[src/common/vdp_pkg.sv]
// Package with register map, field layout and reset values for the detector register slice
package vdp_pkg;
  // ----------------------------------------
  // Register offsets and pages
  // ----------------------------------------
  localparam logic [7:0] VDP_OFS_PAGE_SELECT  = 8'h00;
  localparam logic [7:0] VDP_OFS_VD_CONFIG_1  = 8'h1E;
  localparam logic [7:0] VDP_OFS_VD_CONFIG_2  = 8'h1F;
  localparam logic [7:0] VDP_OFS_CHECKSUM     = 8'h7E;
  localparam logic [7:0] VDP_OFS_POWER_CONFIG = 8'h75;
  localparam logic [7:0] VDP_PAGE_ZERO        = 8'h00;
  localparam logic [7:0] VDP_PAGE_ONE         = 8'h01;
  // ----------------------------------------
  // Reset values
  // ----------------------------------------
  localparam logic [7:0] VDP_RST_PAGE_SELECT  = 8'h00;
  localparam logic [7:0] VDP_RST_VD_CONFIG_1  = 8'h20;
  localparam logic [7:0] VDP_RST_VD_CONFIG_2  = 8'h08;
  localparam logic [7:0] VDP_RST_CHECKSUM     = 8'h00;
  localparam logic [7:0] VDP_RST_POWER_CONFIG = 8'h00;
  localparam logic [7:0] VDP_RST_RD_DATA      = 8'h00;
  localparam logic [7:0] VDP_RD_UNMAPPED      = 8'h00;
  // ----------------------------------------
  // Field positions
  // ----------------------------------------
  localparam int VDP_POS_POWER_SEQ  = 6;
  localparam int VDP_POS_CHANNEL    = 4;
  localparam int VDP_POS_CLK_SOURCE = 2;
  localparam int VDP_POS_CLK_RATE   = 0;
  localparam int VDP_POS_PIN_IRQ    = 6;
  localparam int VDP_POS_DET_REC    = 3;
  localparam int VDP_POS_DET_ENABLE = 0;
  // Writable bits of config two; bit 5 and bits 2-0 are read-only zero
  localparam logic [7:0] VDP_CFG2_WR_MASK = 8'hD8;
  // ----------------------------------------
  // Enumerations
  // ----------------------------------------
  typedef enum logic [1:0] {
    VDP_SEQ_USER_BOTH   = 2'h0,
    VDP_SEQ_DET_BOTH    = 2'h1,
    VDP_SEQ_DET_UP_ONLY = 2'h2,
    VDP_SEQ_DET_DN_ONLY = 2'h3
  } vdp_power_seq_t;
  typedef enum logic [1:0] {
    VDP_CLK_INTERNAL = 2'h0,
    VDP_CLK_BIT_CLK  = 2'h1,
    VDP_CLK_MASTER   = 2'h2,
    VDP_CLK_CUSTOM   = 2'h3
  } vdp_clk_source_t;
endpackage

[src/rtl/vdp_regs.sv]
// Register slice: write checksum, page select and voice detector configuration
`timescale 1ns/1ps
module vdp_regs
  import vdp_pkg::*;
(
  input  wire logic       i_ref_clk,
  input  wire logic       i_reset,
  input  wire logic       i_wr_en,
  input  wire logic       i_rd_en,
  input  wire logic [7:0] i_addr,
  input  wire logic [7:0] i_wr_data,
  input  wire logic       i_recording,
  input  wire logic       i_detector_irq,
  output logic      [7:0] o_rd_data,
  output logic      [7:0] o_page,
  output logic            o_detector_run,
  output logic      [1:0] o_power_seq,
  output logic      [1:0] o_channel_sel,
  output logic      [1:0] o_clock_source,
  output logic      [1:0] o_clock_rate,
  output logic            o_serial_out_irq,
  output logic            o_serial_out_irq_en
);

  // ----------------------------------------
  // Checksum function
  // ----------------------------------------
  // Rotate keeps byte order visible in the sum, unlike a plain XOR
  function automatic logic [7:0] vdp_fold(input logic [7:0] sum, input logic [7:0] data);
    vdp_fold = {sum[6:0], sum[7]} ^ data;
  endfunction

  function automatic logic vdp_hit(input logic [7:0] page, input logic [7:0] addr,
                                   input logic [7:0] want_page, input logic [7:0] want_ofs);
    vdp_hit = (page == want_page) && (addr == want_ofs);
  endfunction

  // ----------------------------------------
  // State
  // ----------------------------------------
  logic [7:0] page_q;
  logic [7:0] page_d;
  logic [7:0] cfg_one_q;
  logic [7:0] cfg_one_d;
  logic [7:0] cfg_two_q;
  logic [7:0] cfg_two_d;
  logic [7:0] pwr_cfg_q;
  logic [7:0] pwr_cfg_d;
  logic [7:0] cksum_q;
  logic [7:0] cksum_d;
  logic [7:0] rd_data_q;
  logic [7:0] rd_data_d;
  logic       irq_pin_q;
  logic       irq_pin_d;
  logic       run_q;
  logic       run_d;

  logic       hit_page;
  logic       hit_one;
  logic       hit_two;
  logic       hit_pwr;
  logic       hit_sum;
  logic       wr_page;
  logic       wr_one;
  logic       wr_two;
  logic       wr_pwr;
  logic       wr_sum;

  vdp_power_seq_t  power_seq;
  vdp_clk_source_t clock_source;
  logic [1:0]      channel_sel;
  logic [1:0]      clock_rate;
  logic            pin_irq_en;
  logic            det_in_rec;
  logic            det_enable;

  // ----------------------------------------
  // Address decode
  // ----------------------------------------
  // Page select answers on every page so the host can always leave a page
  always_comb begin
    hit_page = (i_addr == VDP_OFS_PAGE_SELECT);
    hit_one  = vdp_hit(page_q, i_addr, VDP_PAGE_ONE, VDP_OFS_VD_CONFIG_1);
    hit_two  = vdp_hit(page_q, i_addr, VDP_PAGE_ONE, VDP_OFS_VD_CONFIG_2);
    hit_pwr  = vdp_hit(page_q, i_addr, VDP_PAGE_ZERO, VDP_OFS_POWER_CONFIG);
    hit_sum  = vdp_hit(page_q, i_addr, VDP_PAGE_ZERO, VDP_OFS_CHECKSUM);
    wr_page  = i_wr_en && hit_page;
    wr_one   = i_wr_en && hit_one;
    wr_two   = i_wr_en && hit_two;
    wr_pwr   = i_wr_en && hit_pwr;
    wr_sum   = i_wr_en && hit_sum;
  end

  // ----------------------------------------
  // Page select
  // ----------------------------------------
  // Any page number is legal; unmapped pages decode only the page select
  always_comb begin
    if (wr_page) begin
      page_d = i_wr_data;
    end else begin
      page_d = page_q;
    end
  end

  always_ff @(posedge i_ref_clk) begin
    if (i_reset) begin
      page_q <= VDP_RST_PAGE_SELECT;
    end else begin
      page_q <= page_d;
    end
  end

  // ----------------------------------------
  // Detector config one
  // ----------------------------------------
  always_comb begin
    if (wr_one) begin
      cfg_one_d = i_wr_data;
    end else begin
      cfg_one_d = cfg_one_q;
    end
  end

  always_ff @(posedge i_ref_clk) begin
    if (i_reset) begin
      cfg_one_q <= VDP_RST_VD_CONFIG_1;
    end else begin
      cfg_one_q <= cfg_one_d;
    end
  end

  // ----------------------------------------
  // Detector config two
  // ----------------------------------------
  // Read-only reserved bits stay zero whatever the host writes
  always_comb begin
    if (wr_two) begin
      cfg_two_d = i_wr_data & VDP_CFG2_WR_MASK;
    end else begin
      cfg_two_d = cfg_two_q;
    end
  end

  always_ff @(posedge i_ref_clk) begin
    if (i_reset) begin
      cfg_two_q <= VDP_RST_VD_CONFIG_2;
    end else begin
      cfg_two_q <= cfg_two_d;
    end
  end

  // ----------------------------------------
  // Power config
  // ----------------------------------------
  // Only the detector enable is used here; the rest is kept for read-back
  always_comb begin
    if (wr_pwr) begin
      pwr_cfg_d = i_wr_data;
    end else begin
      pwr_cfg_d = pwr_cfg_q;
    end
  end

  always_ff @(posedge i_ref_clk) begin
    if (i_reset) begin
      pwr_cfg_q <= VDP_RST_POWER_CONFIG;
    end else begin
      pwr_cfg_q <= pwr_cfg_d;
    end
  end

  // ----------------------------------------
  // Write checksum
  // ----------------------------------------
  // Reset clears the sum; the host seeds it by writing the register
  always_comb begin
    cksum_d = cksum_q;
    if (wr_sum) begin
      cksum_d = i_wr_data;
    end else if (i_wr_en) begin
      // Unmapped offsets still count as writes to the device
      cksum_d = vdp_fold(cksum_q, i_wr_data);
    end
  end

  always_ff @(posedge i_ref_clk) begin
    if (i_reset) begin
      cksum_q <= VDP_RST_CHECKSUM;
    end else begin
      cksum_q <= cksum_d;
    end
  end

  // ----------------------------------------
  // Read path
  // ----------------------------------------
  // Read data holds until the next read, so a slow host may fetch it late
  always_comb begin
    rd_data_d = rd_data_q;
    if (i_rd_en) begin
      if (hit_page) begin
        rd_data_d = page_q;
      end else if (hit_one) begin
        rd_data_d = cfg_one_q;
      end else if (hit_two) begin
        rd_data_d = cfg_two_q;
      end else if (hit_pwr) begin
        rd_data_d = pwr_cfg_q;
      end else if (hit_sum) begin
        rd_data_d = cksum_q;
      end else begin
        rd_data_d = VDP_RD_UNMAPPED;
      end
    end
  end

  always_ff @(posedge i_ref_clk) begin
    if (i_reset) begin
      rd_data_q <= VDP_RST_RD_DATA;
    end else begin
      rd_data_q <= rd_data_d;
    end
  end

  // ----------------------------------------
  // Field split
  // ----------------------------------------
  // Enum views keep the encodings in one place for later decoding
  always_comb begin
    power_seq    = vdp_power_seq_t'(cfg_one_q[VDP_POS_POWER_SEQ +: 2]);
    channel_sel  = cfg_one_q[VDP_POS_CHANNEL +: 2];
    clock_source = vdp_clk_source_t'(cfg_one_q[VDP_POS_CLK_SOURCE +: 2]);
    clock_rate   = cfg_one_q[VDP_POS_CLK_RATE +: 2];
    pin_irq_en   = cfg_two_q[VDP_POS_PIN_IRQ];
    det_in_rec   = cfg_two_q[VDP_POS_DET_REC];
    det_enable   = pwr_cfg_q[VDP_POS_DET_ENABLE];
  end

  // ----------------------------------------
  // Detector run
  // ----------------------------------------
  // Detector stops during recording unless allowed; gated by global enable
  always_comb begin
    run_d = det_enable
            && (!i_recording || det_in_rec);
  end

  always_ff @(posedge i_ref_clk) begin
    if (i_reset) begin
      run_q <= 1'b0;
    end else begin
      run_q <= run_d;
    end
  end

  // ----------------------------------------
  // Serial data pin interrupt
  // ----------------------------------------
  // Pin only carries the interrupt outside recording
  always_comb begin
    irq_pin_d = pin_irq_en && !i_recording
                && run_d && i_detector_irq;
  end

  always_ff @(posedge i_ref_clk) begin
    if (i_reset) begin
      irq_pin_q <= 1'b0;
    end else begin
      irq_pin_q <= irq_pin_d;
    end
  end

  // ----------------------------------------
  // Outputs
  // ----------------------------------------
  always_comb begin
    o_rd_data           = rd_data_q;
    o_page              = page_q;
    o_detector_run      = run_q;
    o_power_seq         = power_seq;
    o_channel_sel       = channel_sel;
    o_clock_source      = clock_source;
    o_clock_rate        = clock_rate;
    o_serial_out_irq    = irq_pin_q;
    o_serial_out_irq_en = pin_irq_en;
  end

endmodule

[config.mk]
export PLATFORM = sky130hd
export DESIGN_NAME = vdp_regs
export DESIGN_NICKNAME = d
export VERILOG_FILES = /design/src/common/vdp_pkg.sv /design/src/rtl/vdp_regs.sv
export SDC_FILE = /design/constraint.sdc
export NUM_CORES = 1
export LEC_CHECK = 0
export BUFFER_PORTS_ARGS = -buffer_cell sky130_fd_sc_hd__buf_4
export CAP_MARGIN = 30
export CORE_MARGIN = 4
export CORE_UTILIZATION = 57
export CTS_BUF_LIST = sky130_fd_sc_hd__clkbuf_16
export DETAILED_ROUTE_END_ITERATION = 8
export HOLD_SLACK_MARGIN = 0.15
export PLACE_DENSITY = 0.94
export SYNTH_ARGS = -nofsm -noshare
export SYNTH_HDL_FRONTEND = slang
export SYNTH_SLANG_ARGS = --single-unit
[constraint.sdc]
create_clock -name i_ref_clk -period 4.7 [get_ports i_ref_clk]
set_input_delay 0.235 -clock i_ref_clk [delete_from_list [all_inputs] [get_ports i_ref_clk]]
set_output_delay 0.235 -clock i_ref_clk [all_outputs]
set_load 0.005 [all_outputs]
==> summary.md, run 1 <==
| Metric | Value |
|---|---|
| Sequential share of the synthesized area | `between 40% and 50%` |
| CTS Buf Count | `5` |
| Average size of a mapped cell | `roughly 9 sq um` |
| Final instance area | `2680 sq um` |
| Final Slew Violations | `0` |
| Predominant post-synthesis flop cell | `dfxtp_1` |
| Routed vias | `2146` |
| Slew @ Worst Pin | `0.836 ns` |
| VDD IR-drop max | `0.000177 V` |
| # diodes | `0` |
| R2R Setup Slk | `2.32 ns` |
| Routed wire length | `6350 um` |
| Synth cell types | `40` |
| DR WL/cell | `approximately 19 um` |
| First-pass GRT wire length | `10200 um` |
| Fillers | `273` |
| Setup Skew | `between 0.005 and 0.006 ns` |
| Final setup fails | `0` |
| Comb pwr share | `9.4%` |
| P_int | `0.624 mW` |
| Kind of critical path | `flip-flop to flip-flop` |
| CTS root buffer | `clkbuf_16` |
| Total congestion overflow | `0` |
| Final hold vios | `0` |
| Switching share of power | `23.7%` |
| Hold/Removal Path Class | `input port to flip-flop` |
| Clock share of power | `41.2%` |
| Synth area leaders | `dfxtp_1, mux2i_1, nor2_1, xor2_1, a221oi_1` |
| Row count | `22` |
| Post-route DRC | `0` |
| Synthesized flop and latch total | `46` |
| Peak Freq | `0.419 GHz` |
| Switch Pwr | `0.194 mW` |
| Asr flop ratio synth | `0%` |
| Clock period minus worst slack | `between 2 and 2.5 ns` |
| Number of flops mapped to enable cells by yosys | `0` |
| Cell taking the most area after synthesis | `dfxtp_1` |
| CTS max path bufs | `2` |
| Area delta synth->final | `23.8%` |
| Post-synth top area share | `42.6%` |
| Setup TNS Final | `0 ns` |
| Layout cells sized above 1 | `22.5%` |
| Instance count of the mapped netlist | `242` |
| Synthesized cell area | `2160 sq um` |
| All-Layer GR Usage | `a little over a quarter` |
| Die X-Extent | `69.6 um` |
| Worst hold slack | `0.189 ns` |
| DIE AREA | `4840 sq um` |
| Worst slew margin | `43.8%` |
| Core ar. | `3660 sq um` |
| Power, Total | `0.818 mW` |
| Synth warn | `0` |
| Pwr dens | `305 nW/um^2` |
| CTS tree | `yes` |
| RSZ-0062 raised after global routing | `false` |
| CTS Sinks | `46` |
| Leak | `1.10 nW` |
| Syn nets | `264` |
| IO Port Bufs | `48` |
| Worst-path clk slew | `approximately 0.060 ns` |
| Post-synth top cells | `dfxtp_1, nor2_1, mux2i_1, nand2_1, a21oi_1` |
| Most common cell in the synthesized netlist | `dfxtp_1` |
| Vias in the first global route | `a little over 2000` |
| Worst setup EP type | `flip-flop` |
| WP data required | `4.90 ns` |
| Initial antenna violation count | `0` |
| Post-route ant nets | `0` |
| Drt first pass iters | `5` |
| Startpoint types | `flip-flop` |
| Largest net degree at the start of global routing | `43` |
| Placer Congestion | `0.925` |
| Via density | `6.44` |
| Initial Util | `59.1%` |
| H-tree Lvls | `2` |
| Fin crit share | `50.7%` |
| Chip height | `69.6 um` |
| Worst-path fanout max | `12` |
| Placed insts | `around 320` |
| Final #Nets | `306` |
| Sequential share of power | `49.5%` |
| Outcome | `complete, no violations` |
| Max Cap Viol | `0` |
| Clk Latency, worst-skew pair | `0.29 ns` |
| Top-level I/O count | `49` |
| Dpl hpwl | `4380 um` |
| Initial detailed-routing violation count | `slightly below 300` |
| Non-Filler Instances | `~330` |
| CP arrival | `2.59 ns` |
| Placed inst area | `around 2500 sq um` |
==> routing by layer <==
| metal | wire length [um] | track usage [%] | up-vias |
|---|---|---|---|
| met5 | 0 | 0 | - |
| met4 | 161 | 13.0 | 0 |
| met3 | 581 | 8.12 | 19 |
| met2 | 3080 | 41.5 | 129 |
| met1 | 2530 | 32.6 | 1024 |
| li1 | - | - | 974 |
==> cells in the final DEF (no fill, tap or decap), types with 2 or more instances in the layout <==
cell       synthesis  final
a2111oi_0          4      4
a211oi_1           8      8
a21oi_1           11     11
a221oi_1           7      7
a41o_1             4      4
buf_4              1     49
clkbuf_16          0      5
dfxtp_1           46     46
inv_1              5      5
mux2_2             2      2
mux2i_1           19     19
nand2_1           15     15
nand2b_1           2      2
nand3_1           10     10
nand4_1            5      5
nor2_1            40     40
nor3_1             3      3
nor4_1             2      2
nor4b_4            2      2
o21ai_0           10     10
o22ai_1            3      3
o31ai_1            4      4
or3_1              3      3
xor2_1             8      8
==> timing repair <==
item,in CTS,in global routing
setup buffers,0,0
hold buffers,1,0
endpoints found under the setup margin,0,0
endpoints found under the hold margin,2,0
gates resized for setup,0,0
==> worst paths after layout <==
| path | startpoint | depth (start not counted) | end |
|---|---|---|---|
| max | o_page[4] | 5 | o_rd_data[6] |
| min | i_detector_irq | 3 | o_serial_out_irq |
| max reg2reg | o_page[4] | 5 | o_rd_data[6] |
| min reg2reg | pwr_cfg_q[4] | 2 | pwr_cfg_q[4] |
==> final cells by class <==
class	instances	area, sq um	area share, %
repair buffers	50	378	14.1
flip-flops and latches	46	921	34.4
clock buffers	5	125	4.67
inverters	5	18.8	0.701
multi-input cells	176	1160	43.3
well taps	48	60.1	2.24
clock inverters	3	16.3	0.607
==> power groups by stage <==
stage,registers [mW],logic [mW],clock network [mW]
3_3_place_gp,0.412,0.0712,0
3_5_place_dp,0.413,0.0732,0
2_1_floorplan,0.411,0.0389,0
6_report,0.404,0.0765,0.337
4_1_cts,0.404,0.0748,0.340
5_1_grt,0.405,0.0823,0.355
==> through the flow <==
step	util, %	setup slack [ns]
floorplan	-	2.84
global placement	69.0	2.47
detailed placement	69.0	2.37
CTS	73.1	2.39
global route	73.1	2.19
finish	73.1	2.32
==> cells by family (layout without fill, tap and decap cells) <==
logic type                count (synthesis)  after routing  synth area share, %
xor gates and xnor gates                  8              8                 3.24
AOI/OAI and AO/OA                        55             55                 17.6
and+or+nand+nor                          92             92                 22.8
buffers and inverters                    20             63                 3.88
DFF                                      46             46                 42.6
muxes                                    21             21                 9.83
==> critical path, cell delays in order, from the launching register on <==
cell	delay (ns)
dfxtp_1	0.38
nor4b_4	0.47
nor4b_4	0.48
and3_1	0.53
a221oi_1	0.19
o31ai_1	0.25
==> registers in the layout, indices dropped and copies added (netlist names) <==
register	cells
cfg_one_q	8
cksum_q	8
o_page	8
o_rd_data	8
pwr_cfg_q	8
cfg_two_q	4
o_detector_run	1
o_serial_out_irq	1
Note: power is estimated with default switching activity, not from simulation.
==> inputs of run 2 (changes only) <==
--- a/config.mk
+++ b/config.mk
@@ -5,14 +5,15 @@
 export SDC_FILE = /design/constraint.sdc
 export NUM_CORES = 1
 export LEC_CHECK = 0
+export ABC_AREA = 1
 export BUFFER_PORTS_ARGS = -buffer_cell sky130_fd_sc_hd__buf_4
 export CAP_MARGIN = 30
 export CORE_MARGIN = 4
-export CORE_UTILIZATION = 57
+export CORE_UTILIZATION = 48
 export CTS_BUF_LIST = sky130_fd_sc_hd__clkbuf_16
 export DETAILED_ROUTE_END_ITERATION = 8
 export HOLD_SLACK_MARGIN = 0.15
-export PLACE_DENSITY = 0.94
+export PLACE_DENSITY = 0.85
 export SYNTH_ARGS = -nofsm -noshare
 export SYNTH_HDL_FRONTEND = slang
 export SYNTH_SLANG_ARGS = --single-unit
==> constraint.sdc (replaced) <==
create_clock -name i_ref_clk -period 2.11 [get_ports i_ref_clk]
set_input_delay 0.1055 -clock i_ref_clk [delete_from_list [all_inputs] [get_ports i_ref_clk]]
set_output_delay 0.1055 -clock i_ref_clk [all_outputs]
set_load 0.005 [all_outputs]
==> run 2 against run 1 <==
Net effect: worst hold slack improved by 0.016 ns; routed wire length decreased by 9.7%; cell area increased by 6.1%; die area increased by 18%; global-route usage decreased by 5.1 points; non-clock buffer count increased by 9; combinational power increased by 100%; maximum frequency increased by 50%; critical path type unchanged; largest cell class unchanged; largest power group unchanged.
==> summary.md, run 2 <==
| Metric | Value |
|---|---|
| Outcome | `complete, no violations` |
| Worst-path clk slew | `0.07 ns (about the same)` |
| Main combinational cell family by area after synthesis | `simple AND/OR/NAND/NOR gates` |
| WP data required | `2.29 ns (-2.61 ns)` |
| CTS Buf Count | `5 (unchanged)` |
| Worst r2r dst | `cfg_one_q[2]` |
| Instance count of the mapped netlist | `323 (+33%)` |
| Final setup fails | `0 (unchanged)` |
| Layout cells sized above 1 | `18.6% (-3.9 points)` |
| Worst setup EP type | `flip-flop` |
| Worst hold start | `i_reset` |
| Fin crit share | `75.1% (+24 points)` |
| Setup crit end | `cfg_one_q[2]` |
| Post-CTS setup buffers | `0 (unchanged)` |
| RR Startpoint | `o_page[6]` |
| Startpoint types | `flip-flop` |
| All-Layer GR Usage | `21.3% (-5.1 points)` |
| Clock period minus worst slack | `1.58 ns (-0.800 ns)` |
| Switching share of power | `24.4% (+0.68 points)` |
| Simple-gate area share of the yosys netlist | `29.6% (+6.8 points)` |
| Commonest cells after routing, fill and taps aside | `nand2_1, buf_4, a21oi_1, dfxtp_1, nor2_1` |
| CTS resizes | `0 (unchanged)` |
| Final hold vios | `0 (unchanged)` |
| Clock share of power | `43.1% (+1.9 points)` |
| Asr flop ratio synth | `0% (unchanged)` |
| Predominant post-synthesis flop cell | `dfxtp_1` |
| Post-route ant nets | `0 (unchanged)` |
| Placed insts | `415 (+28%)` |
| Compound-gate portion of the synthesized area | `19.6% (+1.9 points)` |
| Xor-xnor portion of the synthesized cell area | `0% (-3.2 points)` |
| Core ar. | `4380 sq um (+20%)` |
| Hold/Removal Path Class | `input port to flip-flop` |
| Slew @ Worst Pin | `0.482 ns (-0.354 ns)` |
| Synthesized cell area | `2200 sq um (+1.6%)` |
| Worst hold slack | `0.205 ns (+0.0162 ns)` |
| CTS root buffer | `clkbuf_16` |
| CP startpoint | `o_page[6]` |
| Non-Filler Instances | `434 (+30%)` |
| Initial detailed-routing violation count | `198 (-33%)` |
| Reg2Reg Depth | `8 (+3)` |
| Switch Pwr | `0.450 mW (+130%)` |
| H-tree Lvls | `2 (unchanged)` |
| Post-synth top area share | `41.9% (-0.65 points)` |
| Syn nets | `345 (+31%)` |
| First-pass GRT wire length | `9230 um (-9.6%)` |
| Initial Util | `50.1% (-9.0 points)` |
| Area delta synth->final | `29.3%` |
| Routed vias | `2278 (+6.2%)` |
| Number of flops mapped to enable cells by yosys | `0 (unchanged)` |
| Util after Layout | `64.8% (-8.3 points)` |
| Placed inst area | `2580 sq um (+2.2%)` |
| Drt first pass iters | `4 (-1)` |
| Sequential share of power | `48.5% (-1.0 points)` |
| Leak | `1.32 nW (+20%)` |
| Kind of critical path | `flip-flop to flip-flop` |
| Pwr dens | `648 nW/um^2 (+110%)` |
| Post-synthesis mux area share | `0% (-9.8 points)` |
| Total congestion overflow | `0 (unchanged)` |
| Dpl hpwl | `4240 um (-3.2%)` |
| CTS tree | `yes` |
| Placer Congestion | `0.896 (-3.1%)` |
| Synthesized flop and latch total | `46 (unchanged)` |
| Die X-Extent | `75.7 um (+8.7%)` |
| Synth area leaders | `dfxtp_1, nand2_1, a21oi_1, o21ai_0, nor2_1` |
| Synth warn | `0 (unchanged)` |
| Initial antenna violation count | `0 (unchanged)` |
| RSZ-0062 raised after global routing | `false` |
| Max Cap Viol | `0 (unchanged)` |
| Average size of a mapped cell | `6.80 sq um (-24%)` |
| DIE AREA | `5720 sq um (+18%)` |
| Peak Freq | `0.631 GHz (+50%)` |
| Post-synth top cells | `nand2_1, a21oi_1, dfxtp_1, nor2_1, inv_1` |
| Final instance area | `2840 sq um (+6.1%)` |
| Chip height | `75.7 um (+8.7%)` |
| Worst-path fanout max | `10 (-2)` |
| DR WL/cell | `13.2 um (-31%)` |
| Synth cell types | `28 (-30%)` |
| Via density | `5.25 (-19%)` |
| IO Port Bufs | `48 (unchanged)` |
| Top-level I/O count | `49 (unchanged)` |
| Final Slew Violations | `0 (unchanged)` |
| Post-route DRC | `0 (unchanged)` |
| Most common cell in the synthesized netlist | `nand2_1` |
| Worst slew margin | `67.8% (+24 points)` |
| Comb pwr share | `8.4% (-1.0 points)` |
| # diodes | `0 (unchanged)` |
| Setup Skew | `0.00859 ns (+0.00307 ns)` |
| Vias in the first global route | `2052 (-1.2%)` |
| VDD IR-drop max | `0.000340 V (+92%)` |
| Row count | `24 (+9.1%)` |
| Setup TNS Final | `0 ns (unchanged)` |
| Sequential share of the synthesized area | `41.9% (-0.65 points)` |
| CP arrival | `1.76 ns (-0.83 ns)` |
| Cell taking the most area after synthesis | `dfxtp_1` |
| P_int | `1.39 mW (+120%)` |
| Clk Latency, worst-skew pair | `0.29 ns (about the same)` |
| Routed wire length | `5740 um (-9.7%)` |
| Post-Synth Adder-Cell Area | `0% (unchanged)` |
| Commonest non-fill, non-tap cell in the layout | `nand2_1` |
| Final #Nets | `403 (+32%)` |
| Fillers | `398 (+46%)` |
| CTS Sinks | `46 (unchanged)` |
| R2R Setup Slk | `0.53 ns (-1.79 ns)` |
| Largest net degree at the start of global routing | `30 (-30%)` |
| CTS max path bufs | `2 (unchanged)` |
## run 2: cell types whose count changed after synthesis, moves of 7 or more
cell	previous run	this run
nand2_1	15	71
a21oi_1	11	46
inv_1	5	36
mux2i_1	19	0
o21ai_0	10	28
nand3_1	10	21
xor2_1	8	0
a211oi_1	8	1
a221oi_1	7	0
## run 2: final cells by class
type	count	area [sq um]	area share (%)
flip-flops and latches	46	921	32.4
multi-input cells	229	1080	38.0
repair buffers	59	470	16.6
clock inverters	3	23.8	0.837
inverters	40	155	5.46
clock buffers	5	125	4.40
well taps	52	65.1	2.29
## run 2: stage by stage
stage	power, mW	setup slack [ns]
CTS	1.85	0.524
floorplan	0.986	0.711
global route	1.92	0.319
finish	1.84	0.526
detailed placement	1.05	0.544
global placement	1.05	0.604
## run 2: cells by family after synthesis
logic type	count (synthesis)
compound gates	83
buf+inv	48
simple gates	146
flops	46
## run 2: what timing repair did
item,4_1_cts,5_1_grt
setup endpoints to repair,0,0
hold buffers,11,0
hold endpoints to repair,27,0
## run 2: power groups by stage
stage / Sequential, mW / Clock, mW / Combinational [mW]
2_1_floorplan: 0.907 / 0 / 0.0784
3_3_place_gp: 0.911 / 0 / 0.134
3_5_place_dp: 0.912 / 0 / 0.137
4_1_cts: 0.892 / 0.804 / 0.154
5_1_grt: 0.893 / 0.849 / 0.176
6_report: 0.892 / 0.794 / 0.155
## run 2: worst min-delay path by stage
stage,slack (ns),endpoint,cells after the start
2_1_floorplan,0.21,o_detector_run,1
3_3_place_gp,0.32,o_detector_run,2
3_5_place_dp,0.33,o_detector_run,2
4_1_cts,0.19,o_rd_data[1],2
5_1_grt,0.22,o_rd_data[1],2
6_report,0.20,o_rd_data[1],2
## run 2: worst max-delay path, stage by stage (launching register included)
cell and delay [ns]:
dfxtp_1 0.34, nor2_1 0.09, nand2_1 0.11, nor2_2 0.19, nand3_2 0.14, nor2_4 0.25
inv_2 0.11, o21ai_0 0.15, a21oi_1 0.06
## run 2: metal layers
layer	part of all wire (%)	vias up	track usage, %
li1	-	1163	-
met1	41	1022	26.7
met2	48	84	35.7
met3	9.9	9	5.28
met4	1.5	0	7.57
met5	0	-	0
==> inputs of run 3 (changes only) <==
--- a/config.mk
+++ b/config.mk
@@ -9,11 +9,11 @@
 export BUFFER_PORTS_ARGS = -buffer_cell sky130_fd_sc_hd__buf_4
 export CAP_MARGIN = 30
 export CORE_MARGIN = 4
-export CORE_UTILIZATION = 48
+export CORE_UTILIZATION = 53
 export CTS_BUF_LIST = sky130_fd_sc_hd__clkbuf_16
 export DETAILED_ROUTE_END_ITERATION = 8
 export HOLD_SLACK_MARGIN = 0.15
-export PLACE_DENSITY = 0.85
+export PLACE_DENSITY = 0.88
 export SYNTH_ARGS = -nofsm -noshare
 export SYNTH_HDL_FRONTEND = slang
 export SYNTH_SLANG_ARGS = --single-unit
==> constraint.sdc (replaced) <==
create_clock -name i_ref_clk -period 1.52 [get_ports i_ref_clk]
set_input_delay 0.076 -clock i_ref_clk [delete_from_list [all_inputs] [get_ports i_ref_clk]]
set_output_delay 0.076 -clock i_ref_clk [all_outputs]
set_load 0.005 [all_outputs]
==> run 3 against run 2 <==
Net effect: sequential cell count did not move; critical path depth down 1; final cell count up 1.4%; critical endpoint is now pwr_cfg_q[0]; critical path type unchanged; worst hold slack got worse by 0.036 ns; sequential power grew 39%.
==> summary.md, run 3 (synthesis gave the netlist of run 2 again) <==
| Metric | Value |
|---|---|
| Outcome | `complete, no violations` |
| Clock period minus worst slack | `1.47 ns (-0.116 ns)` |
| Via density | `5.36 (+2.2%)` |
| Initial antenna violation count | `0 (unchanged)` |
| RSZ-0062 raised after global routing | `true` |
| Die X-Extent | `72.4 um (-4.3%)` |
| Post-route DRC | `0 (unchanged)` |
| Initial detailed-routing violation count | `245 (+24%)` |
| P_int | `2.26 mW (+63%)` |
| Clk Latency, worst-skew pair | `0.29 ns (about the same)` |
| Worst-path clk slew | `0.07 ns (about the same)` |
| Top-level I/O count | `49 (unchanged)` |
| DR WL/cell | `14.2 um (+7.3%)` |
| Setup Skew | `0.00742 ns (-0.00117 ns)` |
| Switching share of power | `21.4% (-3.1 points)` |
| Hold/Removal Path Class | `input port to flip-flop` |
| Area delta synth->final | `38.2%` |
| CTS root buffer | `clkbuf_16` |
| Crit-path slowest cell | `dfxtp_4` |
| IO Port Bufs | `48 (unchanged)` |
| CTS Buf Count | `5 (unchanged)` |
| Routed vias | `2360 (+3.6%)` |
| Layout cells sized above 1 | `23.6% (+5.0 points)` |
| Post-route ant nets | `0 (unchanged)` |
| Chip height | `72.4 um (-4.3%)` |
| All-Layer GR Usage | `23.9% (+2.6 points)` |
| Worst setup EP type | `flip-flop` |
| Peak Freq | `0.681 GHz (+7.9%)` |
| Final setup fails | `0 (unchanged)` |
| Kind of cell adding the most delay to the critical path | `simple AND/OR/NAND/NOR gates` |
| Non-Filler Instances | `440 (+1.4%)` |
| Commonest cells after routing, fill and taps aside | `nand2_1, buf_4, a21oi_1` |
| Dpl hpwl | `4430 um (+4.6%)` |
| Reg2Reg Depth | `7 (-1)` |
| Worst slew margin | `67.4% (-0.41 points)` |
| Row count | `23 (-4.2%)` |
| Leak | `1.40 nW (+6.1%)` |
| DIE AREA | `5240 sq um (-8.5%)` |
| VDD IR-drop max | `0.000783 V (+130%)` |
| Final hold vios | `0 (unchanged)` |
| Core ar. | `4000 sq um (-8.8%)` |
| Crit-path max cell delay | `0.36 ns (+0.02 ns)` |
| Placer Congestion | `0.900 (+0.41%)` |
| Max Cap Viol | `0 (unchanged)` |
| CTS tree | `yes` |
| H-tree Lvls | `2 (unchanged)` |
| Kind of critical path | `flip-flop to flip-flop` |
| Initial Util | `54.9% (+4.8 points)` |
| CP Cell Sequence | `nor2_4 > nand2_2 > nor2_4 > and2_4 > nand2_2 > o21ai_1 > a21oi_1` |
| CTS Sinks | `46 (unchanged)` |
| Drt first pass iters | `5 (+1)` |
| CP bufs+invs | `0 (-1)` |
| Commonest non-fill, non-tap cell in the layout | `nand2_1` |
| Routed wire length | `6240 um (+8.8%)` |
| Sequential share of power | `43.0% (-5.5 points)` |
| Final Slew Violations | `0 (unchanged)` |
| WP data required | `1.69 ns (-0.60 ns)` |
| Placed inst area | `2660 sq um (+2.9%)` |
| Worst-path fanout max | `12 (+2)` |
| Comb pwr share | `7.8% (-0.6 points)` |
| Util after Layout | `75.9% (+11 points)` |
| Total congestion overflow | `0 (unchanged)` |
| Slew @ Worst Pin | `0.489 ns (+0.00712 ns)` |
| # diodes | `0 (unchanged)` |
| First-pass GRT wire length | `9720 um (+5.4%)` |
| CP Depth | `7 (-1)` |
| WHS Path Cells | `2 (unchanged)` |
| Placed insts | `420 (+1.2%)` |
| Worst hold slack | `0.169 ns (-0.0358 ns)` |
| Switch Pwr | `0.615 mW (+37%)` |
| Final instance area | `3040 sq um (+6.9%)` |
| Clock share of power | `49.1% (+6.0 points)` |
| Pwr dens | `948 nW/um^2 (+46%)` |
| Vias in the first global route | `2147 (+4.6%)` |
| CP arrival | `1.64 ns (-0.12 ns)` |
| Startpoint types | `flip-flop` |
| Power, Total | `2.88 mW (+56%)` |
| Largest net degree at the start of global routing | `30 (unchanged)` |
| Fin crit share | `96.6% (+22 points)` |
| CTS max path bufs | `2 (unchanged)` |
| Final #Nets | `411 (+2.0%)` |
run 3: cell count changes in the layout (fill, tap and decap cells not counted), sizes merged:
cell | before | now
buf | 48 | 56
clkinvlp | 2 | 0
clkinv | 2 | 3
bufinv | 0 | 2
inv | 39 | 38
run 3: metrics by stage:
stage               setup TNS, ns  worst slack, ns
global route              -0.0779          -0.0379
global placement                0          0.00325
detailed placement        -0.0443          -0.0416
floorplan                       0            0.121
finish                          0           0.0515
CTS                             0          0.00353
run 3: layout make-up:
type                    instances  area (sq um)
clock buffers                   5           125
clock inverters                 3          68.8
fillers                       273           963
inverters                      40           158
multi-input cells             229          1140
flip-flops and latches         46           926
well taps                      50          62.6
repair buffers                 67           559
run 3: routing by layer:
layer  share of wire [%]  wire length [um]  vias to the layer above  global-route usage (%)
li1                    -                 -                     1180                       -
met1                  42              2610                     1069                    31.1
met2                  49              3060                       98                    37.7
met3                 7.1               444                       13                    4.99
met4                 1.9               118                        0                    11.9
met5                   0                 0                        -                       0
run 3: path summary, 6_finish.rpt:
| path | start | endpoint | slack, ns |
|---|---|---|---|
| setup / recovery | o_page[3] | pwr_cfg_q[0] | 0.05 |
| hold / removal | i_reset | o_rd_data[6] | 0.17 |
| setup reg to reg | o_page[3] | pwr_cfg_q[0] | 0.05 |
| hold reg to reg | cfg_two_q[4] | cfg_two_q[4] | 0.46 |
run 3: power by group through the flow:
| stage | Clock [mW] | Combinational (mW) | Sequential, mW |
|---|---|---|---|
| 2_1_floorplan | 0 | 0.109 | 1.26 |
| 3_5_place_dp | 0 | 0.197 | 1.27 |
| 6_report | 1.41 | 0.226 | 1.24 |
| 4_1_cts | 1.41 | 0.221 | 1.24 |
| 5_1_grt | 1.46 | 0.252 | 1.24 |
| 3_3_place_gp | 0 | 0.191 | 1.27 |
run 3: what timing repair did:
| item | in CTS | in global routing |
|---|---|---|
| gates resized for setup | 3 | 20 |
| endpoints found under the setup margin | 6 | 23 |
| buffers inserted | 0 | 1 |
| pin swaps | 1 | 6 |
| hold endpoints to repair | 37 | 0 |
| hold buffers | 11 | 0 |
